`src/design/dsar_pkg.sv`:
```
// Shared constants and carrier types for the dual sample converter readout
package dsar_pkg;

    // Result width of each converter
    localparam int unsigned DATA_W = 14;
    // Full conversion time in nanoseconds
    localparam int unsigned CONV_TIME_NS = 5200;
    // Clock period in nanoseconds
    localparam int unsigned CLK_PERIOD_NS = 4;
    // Conversion cycles, longest time so rounded down
    localparam int unsigned CONV_CYCLES = CONV_TIME_NS / CLK_PERIOD_NS;
    // Worst-case cycles from the start pin to edge detection, spent from the conversion budget
    localparam int unsigned SYNC_CYCLES = 5;
    // Wake-up time before a conversion may begin, in nanoseconds
    localparam int unsigned WAKE_TIME_NS = 40;
    // Wake-up cycles, least time so rounded up
    localparam int unsigned WAKE_CYCLES = (WAKE_TIME_NS + CLK_PERIOD_NS - 1) / CLK_PERIOD_NS;
    // Reset value of the data bus
    localparam logic [13:0] DATA_RST = 14'h0000;

    // Result pair as produced by the two converters
    typedef struct packed {
        logic [DATA_W-1:0] first;
        logic [DATA_W-1:0] second;
    } dsar_pair_t;

    // Host read strobes after synchronisation
    typedef struct packed {
        logic cs;
        logic rd;
    } dsar_rd_t;

endpackage : dsar_pkg

```
`src/design/dsar_sync.sv`:
```
// Three-stage pin synchroniser with second/third agreement filter
`timescale 1ns/1ps

module dsar_sync #(
    parameter int unsigned WIDTH = 1
) (
    input wire logic mclk,
    input wire logic rst,
    input wire logic [WIDTH-1:0] pin_in,
    output logic [WIDTH-1:0] level_out
);

    // Synchroniser stages; stage one is read only by stage two
    logic [WIDTH-1:0] s1_r;
    logic [WIDTH-1:0] s2_r;
    logic [WIDTH-1:0] s3_r;
    // Filtered level
    logic [WIDTH-1:0] lvl_r;
    logic [WIDTH-1:0] lvl_nxt;

    ////////////////////////////////////////////////////////////////////////
    // Accept a change once the second and third stages agree
    always_comb
    begin
        for (int i = 0; i < WIDTH; i++)
        begin
            lvl_nxt[i] = (s2_r[i] == s3_r[i]) ? s3_r[i] : lvl_r[i];
        end
    end

    // Register the stages and the filtered level
    always_ff @(posedge mclk)
    begin
        if (rst)
        begin
            s1_r <= '1;
            s2_r <= '1;
            s3_r <= '1;
            lvl_r <= '1;
        end
        else
        begin
            s1_r <= pin_in;
            s2_r <= s1_r;
            s3_r <= s2_r;
            lvl_r <= lvl_nxt;
        end
    end

    assign level_out = lvl_r;

endmodule // dsar_sync

```
`src/design/dsar_readout.sv`:
```
// Conversion control and parallel readout for a dual simultaneous-sampling converter
`timescale 1ns/1ps

// Functional notes
// - Start holds both stages, converts both together
// - Both results ready within 5.2 us
// - Busy ends when both results readable
// - First read first input, second read second
// - Fourteen-bit bus, read by select and strobe
// - Power down after conversion, wake before next
module dsar_readout #(
    parameter int unsigned CONV_CYCLES = dsar_pkg::CONV_CYCLES,
    parameter int unsigned WAKE_CYCLES = dsar_pkg::WAKE_CYCLES
) (
    input wire logic mclk,
    input wire logic rst,
    input wire logic conversion_start_n,
    input wire logic pair_select,
    input wire logic chip_select_n,
    input wire logic read_n,
    input wire logic [13:0] pair_a_first_input,
    input wire logic [13:0] pair_a_second_input,
    input wire logic [13:0] pair_b_first_input,
    input wire logic [13:0] pair_b_second_input,
    output logic busy,
    output logic track_hold,
    output logic power_down,
    output logic [13:0] data_out,
    output logic data_oe,
    output logic [1:0] conv_start_pulse
);

    // Elaboration checks on timing counts
    if (CONV_CYCLES < WAKE_CYCLES + dsar_pkg::SYNC_CYCLES + 2 || CONV_CYCLES > 65535 || WAKE_CYCLES < 1)
    begin : g_bad_conv
        $error("CONV_CYCLES out of range");
    end

    // Controller states
    typedef enum logic [1:0] {
        ST_SLEEP = 2'b00,
        ST_WAKE  = 2'b01,
        ST_CONV  = 2'b10,
        ST_DONE  = 2'b11
    } dsar_state_t;

    // Synchronised pins: start, pair select, chip select, read
    logic [3:0] pins_sync;
    logic start_lvl;
    logic pair_lvl;
    dsar_pkg::dsar_rd_t rd_lvl;

    // Control state
    dsar_state_t state_r;
    dsar_state_t state_nxt;
    logic [15:0] cnt_r;
    logic [15:0] cnt_nxt;
    logic start_prev_r;
    logic start_prev_nxt;
    logic pair_r;
    logic pair_nxt;
    logic busy_r;
    logic busy_nxt;
    logic hold_r;
    logic hold_nxt;
    logic pd_r;
    logic pd_nxt;
    logic [1:0] cstart_r;
    logic [1:0] cstart_nxt;
    // Result latches and read pointer
    dsar_pkg::dsar_pair_t res_r;
    dsar_pkg::dsar_pair_t res_nxt;
    logic rd_second_r;
    logic rd_second_nxt;
    logic rd_prev_r;
    logic rd_prev_nxt;
    logic [13:0] dout_r;
    logic [13:0] dout_nxt;
    logic oe_r;
    logic oe_nxt;
    // Derived events
    logic start_fall;
    logic rd_active;
    logic rd_end;

    ////////////////////////////////////////////////////////////////////////
    // Pin synchronisation
    dsar_sync #(
        .WIDTH(4)
    ) u_sync (
        .mclk(mclk),
        .rst(rst),
        .pin_in({conversion_start_n, pair_select, chip_select_n, read_n}),
        .level_out(pins_sync)
    );

    assign start_lvl = pins_sync[3];
    assign pair_lvl = pins_sync[2];
    assign rd_lvl.cs = ~pins_sync[1];
    assign rd_lvl.rd = ~pins_sync[0];
    assign start_fall = start_prev_r & ~start_lvl;
    assign rd_active = rd_lvl.cs & rd_lvl.rd;
    assign rd_end = rd_prev_r & ~rd_active;

    ////////////////////////////////////////////////////////////////////////
    // Conversion sequencer next state
    always_comb
    begin
        state_nxt = state_r;
        cnt_nxt = cnt_r;
        start_prev_nxt = start_lvl;
        pair_nxt = pair_r;
        busy_nxt = busy_r;
        hold_nxt = hold_r;
        pd_nxt = pd_r;
        cstart_nxt = 2'b00;
        res_nxt = res_r;
        unique case (state_r)
            ST_SLEEP, ST_DONE:
            begin
                // Start edge: wake, then convert
                if (start_fall)
                begin
                    hold_nxt = 1'b1;
                    busy_nxt = 1'b1;
                    pair_nxt = pair_lvl;
                    pd_nxt = 1'b0;
                    cnt_nxt = 16'(WAKE_CYCLES);
                    state_nxt = ST_WAKE;
                end
            end
            ST_WAKE:
            begin
                // Wake time elapsed before conversion starts
                if (cnt_r <= 16'h0001)
                begin
                    cstart_nxt = 2'b11;
                    // Pin synchroniser delay comes off the budget so results meet the limit from the pin
                    cnt_nxt = 16'(CONV_CYCLES - WAKE_CYCLES - dsar_pkg::SYNC_CYCLES - 1);
                    state_nxt = ST_CONV;
                end
                else
                begin
                    cnt_nxt = cnt_r - 16'h0001;
                end
            end
            ST_CONV:
            begin
                if (cnt_r <= 16'h0001)
                begin
                    res_nxt.first = pair_r ? pair_b_first_input : pair_a_first_input;
                    res_nxt.second = pair_r ? pair_b_second_input : pair_a_second_input;
                    busy_nxt = 1'b0;
                    hold_nxt = 1'b0;
                    pd_nxt = 1'b1;
                    state_nxt = ST_DONE;
                end
                else
                begin
                    cnt_nxt = cnt_r - 16'h0001;
                end
            end
        endcase
    end

    // Conversion sequencer registers
    always_ff @(posedge mclk)
    begin
        if (rst)
        begin
            state_r <= ST_SLEEP;
            cnt_r <= 16'h0000;
            start_prev_r <= 1'b1;
            pair_r <= 1'b0;
            busy_r <= 1'b0;
            hold_r <= 1'b0;
            pd_r <= 1'b1;
            cstart_r <= 2'b00;
            res_r <= '0;
        end
        else
        begin
            state_r <= state_nxt;
            cnt_r <= cnt_nxt;
            start_prev_r <= start_prev_nxt;
            pair_r <= pair_nxt;
            busy_r <= busy_nxt;
            hold_r <= hold_nxt;
            pd_r <= pd_nxt;
            cstart_r <= cstart_nxt;
            res_r <= res_nxt;
        end
    end

    ////////////////////////////////////////////////////////////////////////
    // Read port next state
    always_comb
    begin
        rd_prev_nxt = rd_active;
        rd_second_nxt = rd_second_r;
        if (start_fall)
        begin
            rd_second_nxt = 1'b0;
        end
        // Read completion toggles between the first and second result
        else if (rd_end)
        begin
            rd_second_nxt = ~rd_second_r;
        end
        oe_nxt = rd_active;
        dout_nxt = rd_active ? (rd_second_r ? res_r.second : res_r.first) : dout_r;
    end

    // Read port registers
    always_ff @(posedge mclk)
    begin
        if (rst)
        begin
            rd_prev_r <= 1'b0;
            rd_second_r <= 1'b0;
            oe_r <= 1'b0;
            dout_r <= dsar_pkg::DATA_RST;
        end
        else
        begin
            rd_prev_r <= rd_prev_nxt;
            rd_second_r <= rd_second_nxt;
            oe_r <= oe_nxt;
            dout_r <= dout_nxt;
        end
    end

    // Outputs straight from flip-flops
    assign busy = busy_r;
    assign track_hold = hold_r;
    assign power_down = pd_r;
    assign data_out = dout_r;
    assign data_oe = oe_r;
    assign conv_start_pulse = cstart_r;

endmodule // dsar_readout

```
`config.mk`:
```
export PLATFORM = sky130hd
export DESIGN_NAME = dsar_readout
export DESIGN_NICKNAME = d
export VERILOG_FILES = /design/src/design/dsar_pkg.sv /design/src/design/dsar_sync.sv /design/src/design/dsar_readout.sv
export SDC_FILE = /design/constraint.sdc
export NUM_CORES = 1
export LEC_CHECK = 0
export BUFFER_PORTS_ARGS = -buffer_cell sky130_fd_sc_hd__buf_2
export CELL_PAD_IN_SITES_DETAIL_PLACEMENT = 0
export CELL_PAD_IN_SITES_GLOBAL_PLACEMENT = 1
export CORE_UTILIZATION = 41
export DETAILED_ROUTE_END_ITERATION = 6
export PLACE_DENSITY_LB_ADDON = 0.15
export SLEW_MARGIN = 40
export SYNTH_ARGS = -nofsm -noshare
export SYNTH_HDL_FRONTEND = slang
export SYNTH_SLANG_ARGS = --single-unit
```
`constraint.sdc`:
```
create_clock -name mclk -period 2.3 [get_ports mclk]
set_input_delay 0.46 -clock mclk [delete_from_list [all_inputs] [get_ports mclk]]
set_output_delay 0.46 -clock mclk [all_outputs]
set_load 0.02 [all_outputs]
```
### Yosys cells after proc, flatten, opt, wreduce, memory -nomap -nowiden

Cells that the tools add are included.

* add/sub/neg operators: 1
* order comparisons: 1
* eq/ne operators: 11
* mux-type cells: 18
* bitwise logic cells: 9
* reduce and logical (&&, ||, !) cells: 10

Operator list (number)
* two-way mux 16 bit: 3
* one-hot mux 16 bit (3 select lines): 1
* two-way mux 14 bit: 3
* <= comparator 16 x 1 -> 1 bit, second input constant: 1
* subtractor 16 x 1 -> 16 bit, second input constant: 1
* two-way mux 2 bit: 4
* != test 2 bit, second input constant: 4
* inverter 1 bit: 6
* one-hot mux 2 bit (3 select lines): 1
* AND reduction 2 bit: 3
* AND reduction 3 bit: 2
* OR reduction 2 bit: 3
* equality test 1 bit: 4
* equality test 2 bit, second input constant: 2
* two-way mux 1 bit: 4
* one-hot mux 1 bit (2 select lines): 2
* AND 1 bit: 3
* equality test 2 x 1 -> 1 bit, second input constant: 1
* zero test 2 bit: 1
* nonzero test 2 bit: 1

* bits in registers: 84
* input port bits: 62
* output and inout port bits: 20
* word-level logic and storage cells: 69

### Longest topological paths before layout

Gate-level depths: netlist (run 1).

* depth after elaboration: 4
* mapped depth: 10
* mapped depth without buffers: 7

### By module

From an unflattened synthesis (run 1), not the netlist that was laid out.

* cell total of the unflattened synthesis: 387
* area, all modules: 3646.0 um^2

Modules (own cells, without submodules)
* dsar_readout: instances 1, cells an instance 346, area each 3174.3 um^2, seq. area each 1341.3 um^2
* dsar_sync: instances 1, cells an instance 41, area each 471.7 um^2, seq. area each 320.3 um^2

### Least setup slack after synthesis (run 1)

OpenSTA, ideal clock, no wires.

* kind: reg-to-reg
* start: reg cnt_r[15]
* end: reg res_r[17] (netlist name)
* library setup time: 145 ps
* arrival time: 1912 ps
* data required time: 2155 ps
* slack: 244 ps
* stages on the path, launching flop included: 8
* path buffers: 3
* clock period less this slack: 2056 ps
* cell sequence: dfxtp_1 -> or4_4 -> nor4_4 -> and3_1 -> buf_4 -> buf_6 -> buf_2 -> a211oi_2

* word-level cells in the longest chain between the ends: 2

RTL lines
* start: declaration: RTL line dsar_readout.sv:56 `logic [15:0] cnt_r;`
* start signal: assignment: RTL line dsar_readout.sv:184 `cnt_r <= cnt_nxt;`
* <= comparator 16 x 1 -> 1 bit: RTL line dsar_readout.sv:149 `if (cnt_r <= 16'h0001)`
* AND reduction 2 bit (no line)
* end signal: assignment: RTL line dsar_readout.sv:191 `res_r <= res_nxt;`
* end: declaration: RTL line dsar_readout.sv:71 `dsar_pkg::dsar_pair_t res_r;`

No other way between the ends.
A chain may end at the register's enable or synchronous reset.

### Worst setup path in the final report (run 1)

* start: reg cnt_r[8]
* end: reg res_r[9] (netlist name)

The elaborated chain is that of the path after synthesis.

==> flow_summary.ini, run 1 <==
[status]
status = finished with violations
violations = DRC

[sta]
tightest_slew_ns = 0.493
post-route-period-util_pct = 96.4
maxSlewHeadroom_pct = 66.8
setup_viol = 0
max_freq_mhz = 451
hold_viol = 0
fin_setup_tns_ns = 0
fin_skew_ns = 0.0125
fin_ws_ns = 0.0836
period_minus_slack_ns = 2.22
drv_slew = 0

[power]
cellLeakagePower_uw = 0.00179
ir_drop_mv = 0.500
powerDensity_nw_per_um2 = 1340

[place]
io_buffers = 81
place.gp.congestion = 0.872
dp_slack_ns = 0.0150
post-dp-hpwl_um = 6200

[global_route]
grt_overflow_total = 0
grt_max_degree = 37
grt_pass1_vias = 3068
grt_usage_pct = 19.1
antenna_found_initial = 0
grt_pass1_wl_um = 14600

[logic_synthesis]
syn_area_um2 = 3790
yosysSeqAreaShare_pct = 43.8
synth_warnings = 0
netlist_instances = 402
yosysUniqueCellTypes = 48
synth_flop_cell = dfxtp_1
ys_ff_latch = 83
syn_nets = 469
synth_area_per_cell_um2 = 9.43
synth_edf_count = 0
postSynth.asyncResetShare_pct = 0

[final_layout]
fin_nets = 565
drive_gt1_share_pct = 33.8
area_growth_pct = 24.8
layout_common_cells = 81 x dfxtp_1, 81 x buf_2, 58 x nor2_1
utilization_pct = 53.5
num_antenna_cells = 0

[detailed_routing]
avgViaCountPerCell = 5.37
wl_per_cell_um = 14.6
drc = 4
dr_total_vias = 3280
wirelength_um = 8930
ant_nets = 0
drtIter0Drc = 163
drt-pass1-iter-count = 6

[clock_network]
cts_sinks = 83
path_clk_slew_ns = 0.09
h-tree-depth = 3
cts_tree = built
root_buffer = clkbuf_8
postCtsHoldBufs = 0
clkLatencyLatePin_ns = 0.36
clock_path_buffers = 2
cts-buffers-inserted = 9

[worst_setup_path]
critPathRequiredTime_ns = 2.57
end_kind = register
cp_cell_sequence = or4_4 > nor4_4 > and3_4 > buf_12 > nor2_1 > a211oi_1
cpMaxStageDelayCell = or4_4
crit_buf_inv = 1
cp.arrival_ns = 2.48
slowest_delay_ns = 0.57
path_max_fanout = 18
critPathLaunchType = register
path_class = reg -> reg
cp_top_family = simple AND/OR/NAND/NOR gates

[worst_hold_path]
hold_class = in -> reg

[die]
ios = 82
core_area_um2 = 8850
row_count = 34
initial_core_util_pct = 42.8
die_area_um2 = 9640
die_w_um = 98.2
die_h_um = 98.2

[flow_run]
maxCapViolations = 0
[sequential cells by signal, indices dropped and copies added, names as in the netlist, 2 cells and up]
signal and flops:
res_r 28, u_sync.s3_r 4, u_sync.s1_r 4, u_sync.s2_r 4
cnt_r 16, state_r 2, data_out 14, u_sync.level_out 4
[what timing repair did]
| action | 4_1_cts | 5_1_grt |
|---|---|---|
| gates cloned | 0 | 3 |
| setup endpoints to repair | 4 | 35 |
| pin swaps | 0 | 2 |
| resized for setup | 1 | 14 |
| setup buffers | 0 | 3 |
[synthesized netlist by cell type, types with 2 or more instances]
| cell | n | area, µm² |
|---|---|---|
| nand4_1 | 3 | 18.8 |
| nand2_1 | 8 | 30.0 |
| nand3_1 | 4 | 20.0 |
| dfxtp_1 | 83 | 1660 |
| nor3_1 | 12 | 60.1 |
| xor2_1 | 7 | 61.3 |
| a211oi_2 | 10 | 125 |
| nand3b_1 | 2 | 15.0 |
| buf_4 | 6 | 45.0 |
| nand2b_1 | 6 | 37.5 |
| clkbuf_1 | 20 | 75.1 |
| a31oi_1 | 3 | 18.8 |
| a211oi_1 | 37 | 278 |
| nor2_1 | 61 | 229 |
| nor4_1 | 4 | 25.0 |
| or2_2 | 14 | 87.6 |
| and3_1 | 3 | 18.8 |
| a21oi_1 | 16 | 80.1 |
| a21o_1 | 2 | 15.0 |
| or3_1 | 2 | 12.5 |
| mux2i_1 | 42 | 420 |
| nor2b_1 | 4 | 25.0 |
| ha_1 | 5 | 62.6 |
| o21ai_0 | 10 | 50.1 |
| o31ai_1 | 3 | 22.5 |
| inv_1 | 5 | 18.8 |
| o21bai_1 | 5 | 37.5 |
| or4_1 | 5 | 37.5 |
[per-stage QoR]
step / total power [µW] / hold slack [ns] / instance area (µm²) / std cells
floorplan: 4080 / 0.389 / 3790 / 402
global placement: 4910 / 0.392 / 4410 / 589
detailed placement: 4970 / 0.396 / 4410 / 589
CTS: 6030 / 0.271 / 4610 / 605
global route: 6850 / 0.263 / 4730 / 611
finish: 6350 / 0.282 / 4730 / 611
[power by group]
| group | leakage [µW] | internal [µW] | total [µW] | switching [µW] |
|---|---|---|---|---|
| registers | 0.000676 | 1750 | 1950 | 195 |
| clock network | 0.0000862 | 506 | 1040 | 535 |
| logic | 0.00103 | 1500 | 3360 | 1850 |
| total | 0.00179 | 3770 | 6350 | 2580 |
[layer usage]
metal  share of wire [%]  wire length [µm]  vias to the layer above  track usage [%]
li1                    -                 -                     1647                -
met3                 4.6               410                        9             4.94
met4                 1.2               104                        0             4.82
met1                  46              4150                     1544             24.2
met2                  48              4270                       80             32.3
met5                   0                 0                        -                0
[cell type report]
| cell class | instances | area [µm²] |
|---|---|---|
| Clock buffer | 11 | 131 |
| Clock inverter | 5 | 61.3 |
| Fill cell | 853 | 4120 |
| Inverter | 5 | 18.8 |
| Multi-Input combinational cell | 286 | 2010 |
| Sequential cell | 83 | 1660 |
| Tap cell | 108 | 135 |
| Timing Repair Buffer | 113 | 708 |
[path summary, 6_finish.rpt]
kind	startpoint	end	slack, ns	cells after the start
setup / recovery	cnt_r[8]	res_r[9]	0.08	6
hold / removal	read_n	u_sync.s1_r[0]	0.28	2
setup reg to reg	cnt_r[8]	res_r[9]	0.08	6
hold reg to reg	u_sync.s1_r[0]	u_sync.s2_r[0]	0.41	1
[kinds of logic (layout without fill, tap and decap cells)]
group                      count (synthesis)  in the layout  synth area share, %
buffers and inverters                     34            134                 4.49
muxes                                     43             43                 11.4
xor gates and xnor gates                   8              8                 1.85
AOI/OAI and AO/OA                         95             95                 18.8
DFF                                       83             83                 43.8
and+or+nand+nor                          134            135                 18.0
adders and majority gates                  5              5                 1.65
No activity file was read; power rests on OpenSTA's default activity.
==> run 2, diff against run 1 <==
- CORE_UTILIZATION: 41 -> 44
- clock period: 2.3 -> 2.56 ns (I/O delays scaled with it)
==> flow_summary.ini, run 2 (same netlist as run 1, synthesis figures left out) <==
[status]
status = finished, final reports clean

[sta]
tightest_slew_ns = 0.783
fin_skew_ns = 0.00739
rsz0062_at_grt = false
fin_setup_tns_ns = 0
hold_viol = 0
maxSlewHeadroom_pct = 47.2
period_minus_slack_ns = 2.37
post-route-period-util_pct = 92.6
drv_slew = 0
fin_ws_ns = 0.189
max_freq_mhz = 422
setup_viol = 0

[worst_setup_path]
cp_cell_sequence = or4_4 > nor4_4 > and3_2 > buf_4 > nor2_1 > a211oi_1
critPathRequiredTime_ns = 2.82
reg2reg_from = cnt_r[2]
cpMaxStageDelayCell = or4_4
path_max_fanout = 16
reg2reg_slack_ns = 0.19
path_class = reg -> reg
cp.arrival_ns = 2.64
r2r-end = res_r[0]
end_kind = register
r2r_cells = 6
cp_top_family = simple AND/OR/NAND/NOR gates
slowest_delay_ns = 0.55
crit_buf_inv = 1
critPathLaunchType = register

[final_layout]
drive_gt1_share_pct = 29.6
area_growth_pct = 18.8
final_cell_count_no_fill = 588
largest_reg_flops = 28
largest_register = res_r
layout_common_cells = 81 x dfxtp_1, 81 x buf_2, 60 x nor2_1
num_antenna_cells = 0
fin_nets = 545

[detailed_routing]
ant_nets = 0
wl_per_cell_um = 14.1
drc = 0
drtIter0Drc = 167
wirelength_um = 8310
drt-pass1-iter-count = 4
dr_total_vias = 3128
avgViaCountPerCell = 5.32

[place]
place.gp.congestion = 0.840
post-dp-hpwl_um = 5890
dp_slack_ns = 0.227
io_buffers = 81
dp_cells = 572

[die]
die_area_um2 = 8990
ios = 82
die_w_um = 94.8
row_count = 33
die_h_um = 94.8
initial_core_util_pct = 45.9
core_area_um2 = 8260

[clock_network]
postCtsHoldBufs = 0
path_clk_slew_ns = 0.09
clock_path_buffers = 2
clkLatencyLatePin_ns = 0.35
cts_tree = built
postCtsSetupBuffers = 0
cts-buffers-inserted = 9
h-tree-depth = 3
cts_resized = 0
root_buffer = clkbuf_8
cts_sinks = 83

[global_route]
antenna_found_initial = 0
grt_overflow_total = 0
grt_pass1_vias = 2823
grt_max_degree = 52
grt_usage_pct = 19.5
grt_pass1_wl_um = 13600

[worst_hold_path]
hold-path-endpoint = u_sync.s1_r[0]
min_from = read_n
whs_path_depth = 2
hold_class = in -> reg

[power]
cellLeakagePower_uw = 0.00169
ir_drop_mv = 0.532
powerDensity_nw_per_um2 = 1160

[flow_run]
maxCapViolations = 0
[run 2: cell types whose count changed in the layout (fill, tap and decap cells not counted), sizes merged]
cell      before  now
buf          112   94
clkinv         0    3
clkinvlp       3    0
and3           4    3
inv            6    7
clkbuf        12   10
[run 2: per-stage QoR]
stage	area [µm²]	util [%]	hold WS [ns]	total power [µW]
after floorplan	3790	-	0.389	3660
after global placement	4290	52.0	0.392	4200
after detailed placement	4290	52.0	0.392	4250
after CTS	4500	54.5	0.320	5250
after global routing	4500	54.5	0.326	5630
final	4500	54.5	0.337	5230
[run 2: layout make-up]
class | count | area (µm²)
fill | 774 | 3750
multi-input combinational | 285 | 1960
sequential | 83 | 1660
timing repair buffer | 94 | 515
clock buffer | 10 | 138
tap | 105 | 131
clock inverter | 6 | 72.6
inverter | 5 | 18.8
[run 2: power by group]
part / leakage [µW] / internal [µW] / total (µW) / switching, µW
clock: 0.000109 / 490 / 988 / 498
sequential: 0.000676 / 1580 / 1760 / 188
combinational: 0.000910 / 1000 / 2480 / 1480
[run 2: worst max path at each step]
| stage | startpoint | end | slack (ns) | depth (start not counted) |
|---|---|---|---|---|
| finish | cnt_r[2] | res_r[0] | 0.19 | 6 |
| CTS | cnt_r[2] | res_r[4] | 0.20 | 6 |
| floorplan | cnt_r[15] | res_r[17] | 0.50 | 7 |
| detailed placement | cnt_r[2] | res_r[4] | 0.23 | 6 |
| global route | cnt_r[2] | res_r[4] | 0.02 | 6 |
| global placement | cnt_r[2] | res_r[14] | 0.30 | 6 |
[run 2: routing by layer]
metal  part of all wire, %  global-route usage [%]
met1                    49                    26.3
met2                    45                    31.1
met3                   3.7                    3.62
met4                   1.6                    6.44
met5                     0                       0
==> run 3, diff against run 2 <==
--- a/config.mk
+++ b/config.mk
@@ -6,8 +6,9 @@
 export NUM_CORES = 1
 export LEC_CHECK = 0
+export ABC_AREA = 1
 export BUFFER_PORTS_ARGS = -buffer_cell sky130_fd_sc_hd__buf_2
 export CELL_PAD_IN_SITES_DETAIL_PLACEMENT = 0
 export CELL_PAD_IN_SITES_GLOBAL_PLACEMENT = 1
-export CORE_UTILIZATION = 44
+export CORE_UTILIZATION = 42
 export DETAILED_ROUTE_END_ITERATION = 6
 export PLACE_DENSITY_LB_ADDON = 0.15
==> constraint.sdc (replaced) <==
create_clock -name mclk -period 2.85 [get_ports mclk]
set_input_delay 0.57 -clock mclk [delete_from_list [all_inputs] [get_ports mclk]]
set_output_delay 0.57 -clock mclk [all_outputs]
set_load 0.01 [all_outputs]
==> flow_summary.ini, run 3 <==
[final_layout]
layout_commonest_cell = nand2_1
largest_reg_flops = 28
area_growth_pct = 16.9
seq_area_um2 = 1660
layout_common_cells = 162 x nand2_1, 83 x dfxtp_1, 81 x buf_2
fin_nets = 654
largest_register = res_r
multi_input_area_um2 = 1890
drive_gt1_share_pct = 22.8
fin_area_um2 = 4500
nFillCells = 888
num_antenna_cells = 0

[worst_setup_path]
crit_buf_inv = 4
critPathLaunchType = register
reg2reg_from = cnt_r[0]
path_max_fanout = 32
cp.arrival_ns = 2.33
cpMaxStageDelayCell = inv_2
reg2reg_slack_ns = 0.76
r2r_cells = 12
slowest_delay_ns = 0.39
r2r-end = track_hold
end_kind = register
path_class = reg -> reg
cp_cell_sequence = inv_1 > ha_1 > inv_1 > nand2_1 > nand2_1 > nor2_4 > nand3_4 > inv_2 > buf_12 > nand2_1 > nand2_1 > a21oi_1
cpMostUsedCell = nand2_1
critPathRequiredTime_ns = 3.09
cp_top_family = buffers and inverters

[die]
die_area_um2 = 9560
core_area_um2 = 8810
initial_core_util_pct = 43.7
die_h_um = 97.8
ios = 82
row_count = 34
die_w_um = 97.8

[clock_network]
clkLatencyLatePin_ns = 0.35
path_clk_slew_ns = 0.09
postCtsSetupBuffers = 0
root_buffer = clkbuf_8
cts_resized = 0
cts_tree = built
h-tree-depth = 3
cts-buffers-inserted = 9
postCtsHoldBufs = 0
cts_sinks = 83
clock_path_buffers = 2

[sta]
max_freq_mhz = 478
rsz0062_at_grt = false
post-route-period-util_pct = 73.4
hold_viol = 0
drv_slew = 0
fin_skew_ns = 0.0117
setup_viol = 0
fin_setup_tns_ns = 0
tightest_slew_ns = 0.584
period_minus_slack_ns = 2.09
maxSlewHeadroom_pct = 61.0

[logic_synthesis]
yosysSeqAreaShare_pct = 43.1
postSynth.asyncResetShare_pct = 0
synth_area_leaders = dfxtp_1 43%, nand2_1 16%, o211a_1 7.3%
synth_warnings = 0
ys_ff_latch = 83
ys_top_cells_by_count = 162 x nand2_1, 83 x dfxtp_1, 39 x inv_1, 38 x nand3_1, 38 x nor2_1
syn_nets = 583
synth_edf_count = 0
synth_flop_cell = dfxtp_1
yosysTopAreaCellShare_pct = 43.1
synth_top_area_cell = dfxtp_1
synth_area_per_cell_um2 = 7.47
netlist_instances = 516
yosysUniqueCellTypes = 31
syn_area_um2 = 3850
yosysMostFrequentCell = nand2_1

[detailed_routing]
drt-pass1-iter-count = 7
avgViaCountPerCell = 4.91
ant_nets = 0
wirelength_um = 9160
dr_total_vias = 3434
drtIter0Drc = 194
wl_per_cell_um = 13.1
drc = 6

[power]
p_seq_share_pct = 38.9
p_comb_share_pct = 40.4
powerDensity_nw_per_um2 = 906
ir_drop_mv = 0.325
pwr-share-clk_pct = 20.7
p_int_uw = 2430
cellLeakagePower_uw = 0.00222
switching_share_pct = 40.5
p_sw_uw = 1650

[place]
place_area_um2 = 4310
io_buffers = 81
place.gp.congestion = 0.843
post-dp-hpwl_um = 6380

[global_route]
antenna_found_initial = 0
grt_usage_pct = 20.2
grt_max_degree = 34
grt_overflow_total = 0
grt_pass1_wl_um = 15400
grt_pass1_vias = 3182

[status]
violations = DRC
status = finished with violations

[worst_hold_path]
min_from = conversion_start_n
whs_path_depth = 2
hold_class = in -> reg
hold-path-endpoint = u_sync.s1_r[3]

[flow_run]
maxCapViolations = 0
## run 3: cell families after synthesis
logic type	share of synthesized area, %
AND/OR/NAND/NOR	31.6
buffers and inverters	7.86
XOR/XNOR	0.910
adder cells (fa/ha/maj)	1.62
flip-flops	43.1
AO/OA/AOI/OAI	14.9
## run 3: worst register-to-register path, delay by kind of cell, from the launching register on
kind                       cells  cell delay [ns]
buffers and inverters          4             0.80
and+or+nand+nor                6             0.60
AOI/OAI and AO/OA              1             0.04
adders and majority gates      1             0.20
DFF                            1             0.34
## run 3: final cells by class
type                    count  share of cell area [%]
well taps                 108                    3.00
inverters                  43                    3.58
clock buffers              10                    2.83
multi-input cells         363                    42.0
clock inverters             6                    1.44
repair buffers             87                    10.3
flip-flops and latches     83                    36.9
## run 3: per-stage QoR
step                setup slack (ns)  std cells  hold WS (ns)  util [%]  power (µW)
floorplan                       1.26        516         0.389         -        2890
global placement               0.852        684         0.390      49.0        3230
detailed placement             0.795        684         0.393      49.0        3250
CTS                            0.744        700         0.381      51.2        4110
global route                   0.559        700         0.367      51.2        4440
finish                         0.759        700         0.397      51.2        4080
## run 3: power by group through the flow
stage / clock (µW) / sequential (µW) / combinational, µW
after detailed placement: 0 / 1610 / 1640
after global placement: 0 / 1600 / 1620
final: 844 / 1590 / 1650
after floorplan: 0 / 1560 / 1330
after global routing: 926 / 1620 / 1890
after CTS: 872 / 1590 / 1650
## run 3: per-layer routing
layer  global-route usage [%]  part of all wire, %
met1                     29.5                   51
met2                     30.3                   45
met5                        0                    0
met4                     5.94                 0.85
met3                     3.65                  3.5
## run 3: worst max-delay path by stage
stage / slack [ns] / to / from / cells after the start
detailed placement: 0.79 / track_hold / cnt_r[0] / 12
global placement: 0.85 / track_hold / cnt_r[0] / 12
finish: 0.76 / track_hold / cnt_r[0] / 12
global route: 0.56 / track_hold / cnt_r[0] / 12
floorplan: 1.26 / res_r[13] / cnt_r[0] / 12
CTS: 0.74 / track_hold / cnt_r[0] / 12
